## src/rtl/oami_pkg.sv

```systemverilog
// Purpose: Shared constants, types and helpers for the OR/move executor
// Assumes: One core clock, four phases to an instruction cycle
// Notes:   Register offsets are byte addresses on the plain register port
package oami_pkg;

  // ==========================================================
  // Register port map
  localparam logic [7:0]  REG_CTRL      = 8'h00;
  localparam logic [7:0]  REG_WREG      = 8'h04;
  localparam logic [7:0]  REG_BANK      = 8'h08;
  localparam logic [7:0]  REG_PTR0      = 8'h0c;
  localparam logic [7:0]  REG_PTR1      = 8'h10;
  localparam logic [7:0]  REG_PTR2      = 8'h14;
  localparam logic [7:0]  REG_STATUS    = 8'h18;
  localparam int          CTRL_EXT_BIT  = 0;
  localparam int          STAT_Z_BIT    = 0;
  localparam int          STAT_N_BIT    = 1;

  // ==========================================================
  // Reset values
  localparam logic        EXT_EN_RESET  = 1'b0;
  localparam logic [7:0]  WREG_RESET    = 8'h00;
  localparam logic [3:0]  BANK_RESET    = 4'h0;
  localparam logic [11:0] PTR_RESET     = 12'h000;

  // ==========================================================
  // Data space layout
  localparam logic [11:0] WREG_DADDR    = 12'hfe8;
  localparam logic [11:0] BANK_DADDR    = 12'hfe0;
  localparam logic [7:0]  ACCESS_SPLIT  = 8'h60;
  localparam logic [7:0]  INDEXED_MAX   = 8'h5f;
  localparam logic [3:0]  ACCESS_HI_BNK = 4'hf;
  localparam logic [1:0]  PTR_COUNT     = 2'h3;

  // ==========================================================
  // Opcode fields
  localparam logic [7:0]  OPC_OR_LIT    = 8'h09;
  localparam logic [7:0]  OPC_LIT_LOAD  = 8'h0e;
  localparam logic [7:0]  OPC_BANK_LOAD = 8'h01;
  localparam logic [5:0]  OPC_OR_REG    = 6'h04;
  localparam logic [5:0]  OPC_REG_MOVE  = 6'h14;
  localparam logic [6:0]  OPC_ACC_STORE = 7'h37;
  localparam logic [9:0]  OPC_PTR_LOAD  = 10'h3b8;
  localparam logic [3:0]  OPC_MEM_MOVE  = 4'hc;
  localparam logic [3:0]  OPC_SECOND    = 4'hf;

  // Instruction cycle phases
  typedef enum logic [3:0] {
    PH_Q1 = 4'b0001,
    PH_Q2 = 4'b0010,
    PH_Q3 = 4'b0100,
    PH_Q4 = 4'b1000
  } oami_phase_t;

  // Executed operation kinds
  typedef enum logic [3:0] {
    OP_NONE, OP_OR_LIT, OP_OR_REG, OP_PTR_LOAD, OP_REG_MOVE,
    OP_MEM_MOVE, OP_BANK_LOAD, OP_LIT_LOAD, OP_ACC_STORE
  } oami_op_t;

  // Decode a first program word
  function automatic oami_op_t oami_decode(input logic [15:0] word);
    oami_op_t op;
    op = OP_NONE;
    if (word[15:8] == OPC_OR_LIT) op = OP_OR_LIT;
    else if (word[15:8] == OPC_LIT_LOAD) op = OP_LIT_LOAD;
    else if (word[15:8] == OPC_BANK_LOAD) op = OP_BANK_LOAD;
    else if (word[15:10] == OPC_OR_REG) op = OP_OR_REG;
    else if (word[15:10] == OPC_REG_MOVE) op = OP_REG_MOVE;
    else if (word[15:9] == OPC_ACC_STORE) op = OP_ACC_STORE;
    else if (word[15:6] == OPC_PTR_LOAD) op = OP_PTR_LOAD;
    else if (word[15:12] == OPC_MEM_MOVE) op = OP_MEM_MOVE;
    return op;
  endfunction : oami_decode

  // Address held inside the core rather than in data memory
  function automatic logic oami_core_hit(input logic [11:0] addr);
    return (addr == WREG_DADDR) || (addr == BANK_DADDR);
  endfunction : oami_core_hit

endpackage : oami_pkg

```

## src/rtl/oami_addr_if.sv

```systemverilog
// Purpose: Carries the file-field address request and its answer
// Assumes: Purely combinational path
// Notes:   gen side forms the address, user side supplies the fields
`timescale 1ns/1ps
`default_nettype none
interface oami_addr_if;
  logic        a_bit;
  logic [7:0]  f_field;
  logic [3:0]  bank;
  logic        ext_en;
  logic [11:0] ptr2;
  logic [11:0] addr;
  logic        indexed;

  modport gen  (input a_bit, f_field, bank, ext_en, ptr2,
                output addr, indexed);
  modport user (output a_bit, f_field, bank, ext_en, ptr2,
                input addr, indexed);
endinterface : oami_addr_if
`default_nettype wire

```

## src/rtl/oami_addr_gen.sv

```systemverilog
// Purpose: Forms a 12-bit data address from the file field
// Assumes: Bank and pointer values are stable during decode
// Notes:   Indexed offset uses the third file pointer as base
`timescale 1ns/1ps
`default_nettype none
module oami_addr_gen
  import oami_pkg::*;
(
  oami_addr_if.gen ai
);

  // ==========================================================
  // Address selection
  always_comb
  begin
    ai.indexed = 1'b0;
    if (ai.a_bit)
    begin
      ai.addr = {ai.bank, ai.f_field};
    end
    else if (ai.ext_en && (ai.f_field <= INDEXED_MAX))
    begin
      ai.indexed = 1'b1;
      ai.addr    = ai.ptr2 + {4'h0, ai.f_field};
    end
    else if (ai.f_field < ACCESS_SPLIT)
    begin
      ai.addr = {4'h0, ai.f_field};
    end
    else
    begin
      ai.addr = {ACCESS_HI_BNK, ai.f_field};
    end
  end

endmodule : oami_addr_gen
`default_nettype wire

```

## src/rtl/oami_exec.sv

```systemverilog
// Purpose: Executes the OR, pointer load, move, bank and store group
// Assumes: Program words arrive with a valid; memory reads answer a
//          cycle after the read strobe
//
// Our own choices: the register addresses and the plain strobed port.
`timescale 1ns/1ps
`default_nettype none
module oami_exec
  import oami_pkg::*;
#(
  parameter int unsigned RADDR_W = 8
)
(
  input  wire logic               core_clk,
  input  wire logic               rst,
  input  wire logic               instr_valid,
  input  wire logic [15:0]        instr_word,
  output logic                    instr_ready,
  output logic [11:0]             dmem_addr,
  output logic                    dmem_rd,
  input  wire logic [7:0]         dmem_rdata,
  output logic                    dmem_wr,
  output logic [7:0]              dmem_wdata,
  input  wire logic [RADDR_W-1:0] reg_addr,
  input  wire logic [31:0]        reg_wdata,
  input  wire logic               reg_wr,
  input  wire logic               reg_rd,
  output logic [31:0]             reg_rdata
);

  // ==========================================================
  // State
  oami_phase_t phase_r,  phase_nxt;
  oami_op_t    op_r,     op_nxt;
  logic        second_r, second_nxt;
  logic [15:0] ir_r,     ir_nxt;
  logic [11:0] addr_r,   addr_nxt;
  logic [7:0]  result_r, result_nxt;
  logic [1:0]  sel_r,    sel_nxt;
  logic [7:0]  w_r,      w_nxt;
  logic [3:0]  bank_r,   bank_nxt;
  logic [11:0] ptr_r     [0:2];
  logic [11:0] ptr_nxt   [0:2];
  logic        flag_n_r, flag_n_nxt;
  logic        flag_z_r, flag_z_nxt;
  logic        ext_en_r, ext_en_nxt;
  logic [11:0] daddr_r,  daddr_nxt;
  logic        drd_r,    drd_nxt;
  logic        dwr_r,    dwr_nxt;
  logic [7:0]  dwdata_r, dwdata_nxt;
  logic [31:0] rdata_r,  rdata_nxt;
  oami_op_t    op_q1;
  logic        hit;
  logic [7:0]  opnd;
  logic        int_wr;
  logic [7:0]  int_val;

  oami_addr_if agen_if ();

  // ==========================================================
  // Address former for the word being decoded
  assign agen_if.a_bit   = instr_word[8];
  assign agen_if.f_field = instr_word[7:0];
  assign agen_if.bank    = bank_r;
  assign agen_if.ext_en  = ext_en_r;
  assign agen_if.ptr2    = ptr_r[2];

  oami_addr_gen oami_addr_gen_i (
    .ai (agen_if.gen)
  );

  // Operation for the word on the fetch port
  assign op_q1 = second_r ? op_r : oami_decode(instr_word);
  // Operand comes from W or bank select when they are addressed
  assign hit   = oami_core_hit(addr_r);
  assign opnd  = (addr_r == WREG_DADDR) ? w_r :
                 (addr_r == BANK_DADDR) ? {4'h0, bank_r} : dmem_rdata;

  // ==========================================================
  // Instruction sequencer and execution
  always_comb
  begin
    phase_nxt  = phase_r;
    op_nxt     = op_r;
    second_nxt = second_r;
    ir_nxt     = ir_r;
    addr_nxt   = addr_r;
    result_nxt = result_r;
    sel_nxt    = sel_r;
    w_nxt      = w_r;
    bank_nxt   = bank_r;
    ptr_nxt    = ptr_r;
    flag_n_nxt = flag_n_r;
    flag_z_nxt = flag_z_r;
    daddr_nxt  = daddr_r;
    drd_nxt    = 1'b0;
    dwr_nxt    = 1'b0;
    dwdata_nxt = dwdata_r;
    int_wr     = 1'b0;
    int_val    = result_r;
    case (phase_r)
      PH_Q1:
      begin
        // Decode; wait here until the word is offered
        if (instr_valid)
        begin
          phase_nxt = PH_Q2;
          ir_nxt    = instr_word;
          op_nxt    = op_q1;
          if (op_q1 == OP_MEM_MOVE)
            addr_nxt = instr_word[11:0];
          else
            addr_nxt = agen_if.addr;
          // Only first words of reading ops fetch from memory
          if (!second_r &&
              ((op_q1 == OP_OR_REG) || (op_q1 == OP_REG_MOVE) ||
               (op_q1 == OP_MEM_MOVE)))
          begin
            drd_nxt   = !oami_core_hit(addr_nxt);
            daddr_nxt = addr_nxt;
          end
        end
      end
      PH_Q2:
      begin
        // Read in flight
        phase_nxt = PH_Q3;
      end
      PH_Q3:
      begin
        // Process the operand and set up any memory write
        phase_nxt = PH_Q4;
        daddr_nxt = addr_r;
        case (op_r)
          OP_OR_LIT:    result_nxt = w_r | ir_r[7:0];
          OP_OR_REG:
          begin
            result_nxt = w_r | opnd;
            dwr_nxt    = ir_r[9] && !hit;
          end
          OP_REG_MOVE:
          begin
            result_nxt = opnd;
            dwr_nxt    = ir_r[9] && !hit;
          end
          OP_ACC_STORE:
          begin
            result_nxt = w_r;
            dwr_nxt    = !hit;
          end
          OP_LIT_LOAD:  result_nxt = ir_r[7:0];
          OP_BANK_LOAD: result_nxt = ir_r[7:0];
          OP_MEM_MOVE:
          begin
            if (!second_r)
              result_nxt = opnd;
            else
              dwr_nxt = (ir_r[15:12] == OPC_SECOND) && !hit;
          end
          default:      result_nxt = result_r;
        endcase
        dwdata_nxt = result_nxt;
      end
      PH_Q4:
      begin
        // Write back to core registers and move on
        phase_nxt  = PH_Q1;
        second_nxt = 1'b0;
        case (op_r)
          OP_OR_LIT, OP_LIT_LOAD:
          begin
            w_nxt = result_r;
          end
          OP_OR_REG, OP_REG_MOVE:
          begin
            if (!ir_r[9])
              w_nxt = result_r;
            else
              int_wr = hit;
          end
          OP_ACC_STORE:
          begin
            int_wr = hit;
          end
          OP_BANK_LOAD:
          begin
            bank_nxt = result_r[3:0];
          end
          OP_PTR_LOAD:
          begin
            if (!second_r)
            begin
              second_nxt = 1'b1;
              sel_nxt    = ir_r[5:4];
              if (ir_r[5:4] < PTR_COUNT)
                ptr_nxt[ir_r[5:4]][11:8] = ir_r[3:0];
            end
            else if ((ir_r[15:12] == OPC_SECOND) && (sel_r < PTR_COUNT))
            begin
              ptr_nxt[sel_r][7:0] = ir_r[7:0];
            end
          end
          OP_MEM_MOVE:
          begin
            if (!second_r)
              second_nxt = 1'b1;
            else
              int_wr = hit && (ir_r[15:12] == OPC_SECOND);
          end
          default:
          begin
            second_nxt = 1'b0;
          end
        endcase
        // Only OR and register move touch N and Z
        if ((op_r == OP_OR_LIT) || (op_r == OP_OR_REG) ||
            (op_r == OP_REG_MOVE))
        begin
          flag_n_nxt = result_r[7];
          flag_z_nxt = (result_r == 8'h00);
        end
        // Writes that land on W or bank select stay inside
        if (int_wr)
        begin
          if (addr_r == WREG_DADDR)
            w_nxt = int_val;
          else
            bank_nxt = int_val[3:0];
        end
      end
      default:
      begin
        phase_nxt = PH_Q1;
      end
    endcase
  end

  always_ff @(posedge core_clk or posedge rst)
  begin
    if (rst)
    begin
      phase_r  <= PH_Q1;
      op_r     <= OP_NONE;
      second_r <= 1'b0;
      ir_r     <= 16'h0000;
      addr_r   <= 12'h000;
      result_r <= 8'h00;
      sel_r    <= 2'h0;
      w_r      <= WREG_RESET;
      bank_r   <= BANK_RESET;
      ptr_r    <= '{PTR_RESET, PTR_RESET, PTR_RESET};
      flag_n_r <= 1'b0;
      flag_z_r <= 1'b0;
      daddr_r  <= 12'h000;
      drd_r    <= 1'b0;
      dwr_r    <= 1'b0;
      dwdata_r <= 8'h00;
    end
    else
    begin
      phase_r  <= phase_nxt;
      op_r     <= op_nxt;
      second_r <= second_nxt;
      ir_r     <= ir_nxt;
      addr_r   <= addr_nxt;
      result_r <= result_nxt;
      sel_r    <= sel_nxt;
      w_r      <= w_nxt;
      bank_r   <= bank_nxt;
      ptr_r    <= ptr_nxt;
      flag_n_r <= flag_n_nxt;
      flag_z_r <= flag_z_nxt;
      daddr_r  <= daddr_nxt;
      drd_r    <= drd_nxt;
      dwr_r    <= dwr_nxt;
      dwdata_r <= dwdata_nxt;
    end
  end

  // ==========================================================
  // Register port: control write, state readback
  always_comb
  begin
    ext_en_nxt = ext_en_r;
    rdata_nxt  = 32'h0000_0000;
    if (reg_wr && (reg_addr == RADDR_W'(REG_CTRL)))
      ext_en_nxt = reg_wdata[CTRL_EXT_BIT];
    if (reg_rd)
    begin
      case (reg_addr)
        RADDR_W'(REG_CTRL):   rdata_nxt[CTRL_EXT_BIT] = ext_en_r;
        RADDR_W'(REG_WREG):   rdata_nxt[7:0] = w_r;
        RADDR_W'(REG_BANK):   rdata_nxt[7:0] = {4'h0, bank_r};
        RADDR_W'(REG_PTR0):   rdata_nxt[11:0] = ptr_r[0];
        RADDR_W'(REG_PTR1):   rdata_nxt[11:0] = ptr_r[1];
        RADDR_W'(REG_PTR2):   rdata_nxt[11:0] = ptr_r[2];
        RADDR_W'(REG_STATUS):
        begin
          rdata_nxt[STAT_Z_BIT] = flag_z_r;
          rdata_nxt[STAT_N_BIT] = flag_n_r;
        end
        default:              rdata_nxt = 32'h0000_0000;
      endcase
    end
  end

  always_ff @(posedge core_clk or posedge rst)
  begin
    if (rst)
    begin
      ext_en_r <= EXT_EN_RESET;
      rdata_r  <= 32'h0000_0000;
    end
    else
    begin
      ext_en_r <= ext_en_nxt;
      rdata_r  <= rdata_nxt;
    end
  end

  // ==========================================================
  // Outputs
  assign instr_ready = (phase_r == PH_Q1);
  assign dmem_addr   = daddr_r;
  assign dmem_rd     = drd_r;
  assign dmem_wr     = dwr_r;
  assign dmem_wdata  = dwdata_r;
  assign reg_rdata   = rdata_r;
endmodule : oami_exec
`default_nettype wire

```

## config.mk

```make
export PLATFORM = sky130hd
export DESIGN_NAME = oami_exec
export DESIGN_NICKNAME = d
export VERILOG_FILES = /design/src/rtl/oami_pkg.sv /design/src/rtl/oami_addr_if.sv /design/src/rtl/oami_addr_gen.sv /design/src/rtl/oami_exec.sv
export SDC_FILE = /design/constraint.sdc
export NUM_CORES = 1
export LEC_CHECK = 0
export BUFFER_PORTS_ARGS = -buffer_cell sky130_fd_sc_hd__buf_4
export CAP_MARGIN = 20
export CORE_UTILIZATION = 40
export CTS_CLUSTER_DIAMETER = 50
export DETAILED_ROUTE_END_ITERATION = 16
export PLACE_DENSITY = 0.67
export SETUP_SLACK_MARGIN = 0.1
export SLEW_MARGIN = 20
export SYNTH_ARGS = -nofsm -noshare
export SYNTH_HDL_FRONTEND = slang
export SYNTH_HIERARCHICAL = 1
export SYNTH_SLANG_ARGS = --single-unit
```

## constraint.sdc

```tcl
create_clock -name core_clk -period 4.79 [get_ports core_clk]
set_clock_uncertainty 0.05 [all_clocks]
set_input_delay 0.2395 -clock core_clk [delete_from_list [all_inputs] [get_ports core_clk]]
set_output_delay 0.2395 -clock core_clk [all_outputs]
set_load 0.005 [all_outputs]
```

Yosys cells after proc, flatten, opt, wreduce, memory -nomap -nowiden
Index checks and enable logic that the tools add are counted.
Widths: inputs -> output; s select.
Cells by class
  add/sub/neg operators: 1
  magnitude comparators: 8
  eq/ne operators: 38
  mux-type cells: 57
  bitwise gates (word level): 5
  reduce and logical (&&, ||, !) cells: 33
Operator list (number)
  $mux 12: 10
  $mux 36: 3
  $bwmux 36: 2
  $mux 8: 7
  $demux 12 s2: 2
  $eq 12x12->1 const B: 4
  $pmux 8 s6: 1
  $mux 4: 11
  $eq 8x4->1 const B: 4
  $pmux 6 s5: 1
  $eq 4x3->1 const B: 7
  $eq 8x5->1 const B: 3
  $pmux 12 s2: 1
  $pmux 4 s3: 2
  $eq 4x2->1 const B: 4
  $eq 4x4->1 const B: 4
  $logic_not 8->1: 2
  $or 8x8->8: 2
  $pmux 8 s2: 1
  $add 12x8->12: 1
  $eq 10x10->1 const B: 1
  $mux 1: 10
  $logic_and 1x1->1: 9
  $reduce_and 3->1: 3
  26 further kinds: 47
Word-level totals
  bits in registers: 144
  input bits: 69
  output and inout port bits: 55
  word-level logic and storage cells: 161

Logic depth before layout (Yosys ltp)
  depth after elaboration: 20
  gate-level depth with buffers: 12

Hierarchy
The synthesis kept the hierarchy.
By module, submodules not included
  oami_exec: times used 1, cells each 624, area each 6328.6 um^2, sequential area each 3029.2 um^2
  oami_addr_gen: times used 1, cells each 95, area each 629.4 um^2, sequential area each 0.0 um^2

Worst setup path after synthesis
Ideal clock, no wire load.
  path kind: register to register
  from: register ptr_r (netlist bit agen_if.ptr2[0])
  to: register drd_r (netlist: dmem_rd)
  setup time: 119 ps
  arrival time: 2377 ps
  data required time: 4621 ps
  slack: 2244 ps
  stages on the path, launching flop included: 13
  period minus slack after synthesis: 2546 ps
  cells stage by stage: dfrtp_1 > ha_1 > inv_1 > fa_1 > nand2b_1 > a21oi_1 > o211ai_1 > mux2i_1 > o311ai_0 > and4_1 > nand4_1 > mux2_2 > o21a_1
Between the ends
  longest elaborated chain between the ends: 12
Ends and longest elaborated chain
  start: declaration: line oami_exec.sv:42  | logic [11:0] ptr_r [0:2];
  start signal: assignment: line oami_exec.sv:251  | ptr_r <= '{PTR_RESET, PTR_RESET, PTR_RESET};
  start signal: assignment: line oami_exec.sv:270  | ptr_r <= ptr_nxt;
  $add 12x8->12 *: line oami_addr_gen.sv:24  | ai.addr = ai.ptr2 + {4'h0, ai.f_field};
  $mux 12 *: line oami_addr_gen.sv:21  | else if (ai.ext_en && (ai.f_field <= INDEXED_MAX))
  $mux 12 *: line oami_addr_gen.sv:17  | if (ai.a_bit)
  named net agen_if.addr[8]: line oami_addr_if.sv:12  | logic [11:0] addr;
  $mux 12 *: line oami_exec.sv:110  | if (op_q1 == OP_MEM_MOVE)
  $mux 12 *: line oami_exec.sv:105  | if (instr_valid)
  $mux 12 *: line oami_exec.sv:101  | case (phase_r)
  $eq 12x12->1: line oami_pkg.sv:78  | return (addr == WREG_DADDR) || (addr == BANK_DADDR);
  $logic_or 1x1->1 *: line oami_pkg.sv:78
  $logic_not 1->1 *: line oami_exec.sv:119  | drd_nxt = !oami_core_hit(addr_nxt);
  $mux 1 *: line oami_exec.sv:115  | if (!second_r &&
  $mux 1 *: line oami_exec.sv:105
  $mux 1 *: line oami_exec.sv:101
  named net drd_nxt: line oami_exec.sv:48  | logic drd_r, drd_nxt;
  end signal: assignment: line oami_exec.sv:274  | drd_r <= drd_nxt;
  end: declaration: line oami_exec.sv:48
The timed path passes the listed nets; every way through them passes the cells marked *. The select of a mux whose other input is x is not followed.
A chain may end at the register's enable or synchronous reset.

Final worst setup path
  from: register phase_r[0]
  to: register daddr_r[10] (netlist: dmem_addr[10])
Between the ends
  longest elaborated chain between the ends: 3
Ends and longest elaborated chain
  start: declaration: line oami_exec.sv:33  | oami_phase_t phase_r, phase_nxt;
  start signal: assignment: line oami_exec.sv:261  | phase_r <= phase_nxt;
  $eq 4x1->1 / $eq 4x3->1 (equally long branches): line oami_exec.sv:101
  $ne 2x1->1 (no source line) (tied with other cells)
  $reduce_and 3->1 (no source line)
  end signal: assignment: line oami_exec.sv:273  | daddr_r <= daddr_nxt;
  end: declaration: line oami_exec.sv:47  | logic [11:0] daddr_r, daddr_nxt;
Several ways; a longest one is shown, not always the timed one.

==> impl_metrics.json <==
{
  "status": "finished, final reports clean",
  "vias_per_cell": 5.62,
  "slew-limit-headroom_pct": 29.5,
  "clockBufferDepth": 2,
  "htreeDepth": 4,
  "power.total_mw": 3.72,
  "hold_ws_ps": 15.8,
  "worst_ir_drop_vdd_mv": 0.299,
  "core_um2": 16800,
  "synth_seq_cells": 121,
  "crit_slowest_cell": "o21ai_4",
  "cpPeakStageDelay_ps": 650,
  "initial_utilization_pct": 41.5,
  "fp.dieH_um": 134,
  "row_count": 47,
  "drtPass1Iterations": 5,
  "fp.dieW_um": 134,
  "grt_max_degree": 47,
  "ys_seq_area_share_pct": 43.5,
  "ys_top_cells_by_area": "dfrtp_1, mux2_2, nand2_1, a21oi_1, o21ai_0",
  "critPathCaptureType": "flip-flop",
  "io_pins": 124,
  "drc": 0,
  "grtUsageMet3_pct": 3.78,
  "area_delta_synth_final_pct": 16.9,
  "clock_latency_ps": 420,
  "diodes": 0,
  "crit_path_start_kind": "flip-flop",
  "seq_area_um2": 3030,
  "cts_tree": "built",
  "hold_buffers": 3,
  "n_fill_cell": 1541,
  "crit_path_max_fanout": 41,
  "power.leakage_nw": 3.60,
  "globalplace.congestion": 0.855,
  "layout_common_cells": "dfrtp_1, nand2_1, buf_4",
  "maxSlewViolCount": 0,
  "critPathKind": "reg -> reg",
  "vias": 5686,
  "overflow": 0,
  "grt_usage_pct": 20.8,
  "setup_viol": 0,
  "drt-total-wl_mm": 18.0,
  "io_buffers": 72,
  "finalCritPeriodShare_pct": 62.3,
  "die_area_um2": 17900,
  "worstPathCellList": "nor4b_1 -> nand2_1 -> buf_4 -> clkinv_1 -> nand4b_1 -> o21ai_4 -> nor3_1 -> a211oi_1",
  "final_common_cell": "dfrtp_1",
  "crit_required_ps": 5060,
  "path_clk_slew_ps": 50,
  "grt_pass1_vias": 5372,
  "max_freq_ghz": 0.335,
  "synth_edf_count": 0,
  "nNetsFinal": 857,
  "wl_per_cell_um": 17.8,
  "yosys_warnings": 6,
  "multi_input_area_um2": 3610,
  "drtIter0Drc": 450,
  "syn_area_per_cell_um2": 9.68,
  "async_reset_ff_share_pct": 100,
  "antenna_found_initial": 0,
  "cts_sinks": 121,
  "dominantRegCellSynth": "dfrtp_1",
  "grt-busiest-layer": "met2",
  "fin_tns_setup_ps": 0,
  "cts_root_buf": "clkbuf_16",
  "grtUsageMet1_pct": 27.2,
  "ant_nets": 0,
  "gr-usage-met2_pct": 34.0,
  "synth_top_area_cell": "dfrtp_1",
  "netlist.area_leader.share_pct": 43.2,
  "synthCells": 719,
  "hpwl_mm": 12.5,
  "numCtsBuffers": 17,
  "power-per-cell-area_nw_per_um2": 457,
  "synth_cell_types": 80,
  "hold_viol": 0,
  "rsz0062_at_grt": "no",
  "maxCapViolCount": 0,
  "post_cts_buffers": 0,
  "grt_pass1_wl_mm": 28.9,
  "cp.arrival_ps": 3250,
  "cts_resized": 0,
  "worst_pin_slew_ps": 1060,
  "hp-class": "in -> reg",
  "drive_above_1_share_pct": 24.6,
  "min_period_ps": 2980,
  "synth_area_um2": 6960
}
[flip-flops by register name, summed over array words and instances, names as in the netlist, 4 cells and up]
signal and count:
phase_r 4, w_r 8, dmem_wdata 8, ir_r 13, agen_if.bank 4, agen_if.ptr2 12
op_r 4, dmem_addr 12, addr_r 12, ptr_r 24, reg_rdata 12
[layout make-up]
class	instances	area share (%)
multi-input combinational	542	44.4
sequential	121	37.3
tap	220	3.39
inverter	15	0.723
timing repair buffer	82	7.66
clock inverter	10	0.862
clock buffer	22	5.71
[stage by stage]
step / std cells / setup slack, ps / utilization, % / cell area (um2)
CTS: 1012 / 1780 / 48.5 / 8130
floorplan: 738 / 1290 / - / 7030
global route: 1012 / 1410 / 48.5 / 8130
finish: 1012 / 1810 / 48.5 / 8130
detailed placement: 977 / 1810 / 45.2 / 7570
global placement: 977 / 1850 / 45.2 / 7570
[path summary, 6_finish.rpt]
kind                                   startpoint                   endpoint  slack (ps)  cells after the start
hold reg to reg              ir_r[12]$_DFFE_PP0P_       ir_r[12]$_DFFE_PP0P_         430                      2
setup / recovery           phase_r[0]$_DFFE_PP1P_  dmem_addr[10]$_DFFE_PP0P_        1810                      8
hold / removal                      instr_word[2]        ir_r[2]$_DFFE_PP0P_          20                      3
max in group asynchronous                     rst       ir_r[14]$_DFFE_PP0P_        3280                      4
setup reg to reg           phase_r[0]$_DFFE_PP1P_  dmem_addr[10]$_DFFE_PP0P_        1810                      8
min in group asynchronous                     rst   dmem_addr[2]$_DFFE_PP0P_         400                      3
[kinds of logic after synthesis]
kind of cell / synth area share, %
AO/OA/AOI/OAI: 18.9
XOR/XNOR: 1.13
adder cells (fa/ha/maj): 1.73
buffers and inverters: 5.74
flip-flops: 43.5
multiplexers: 11.5
other: 0.0539
AND/OR/NAND/NOR: 17.4
[critical path: cells and delay by family, from the launching register on]
| kind | cells | cell delay [ps] |
|---|---|---|
| compound gates | 2 | 880 |
| simple gates | 4 | 750 |
| buf+inv | 2 | 640 |
| flops | 1 | 540 |
[cell usage after synthesis, drive strengths merged, types with 4 or more instances]
master   count
nand2b       6
a222oi       6
o211ai       8
nor4b        4
nand3        9
a2bb2oi      7
o21ai       40
dfrtp      120
o2111ai      4
a22oi        9
nand4b       5
nor3b        5
a21o        11
nand4        5
a21oi       37
mux2        55
clkbuf      29
a21boi       4
o22ai       17
nor2        46
nor4         6
mux2i       18
ha           8
a211oi      22
nand2      114
xor2         6
buf         31
nor3        25
nor2b        4
inv         13
[metal layers]
| metal | share of wire, % | wire, um |
|---|---|---|
| met1 | 45 | 8040 |
| met2 | 48 | 8650 |
| met3 | 5.0 | 898 |
| met4 | 2.2 | 391 |
| met5 | 0 | 0 |
[power by group]
group / internal (mW) / switching (mW)
Clock: 0.687 / 0.472
Combinational: 0.451 / 0.492
Sequential: 1.26 / 0.355
Total: 2.40 / 1.32
No activity file was read; power rests on OpenSTA's default activity.
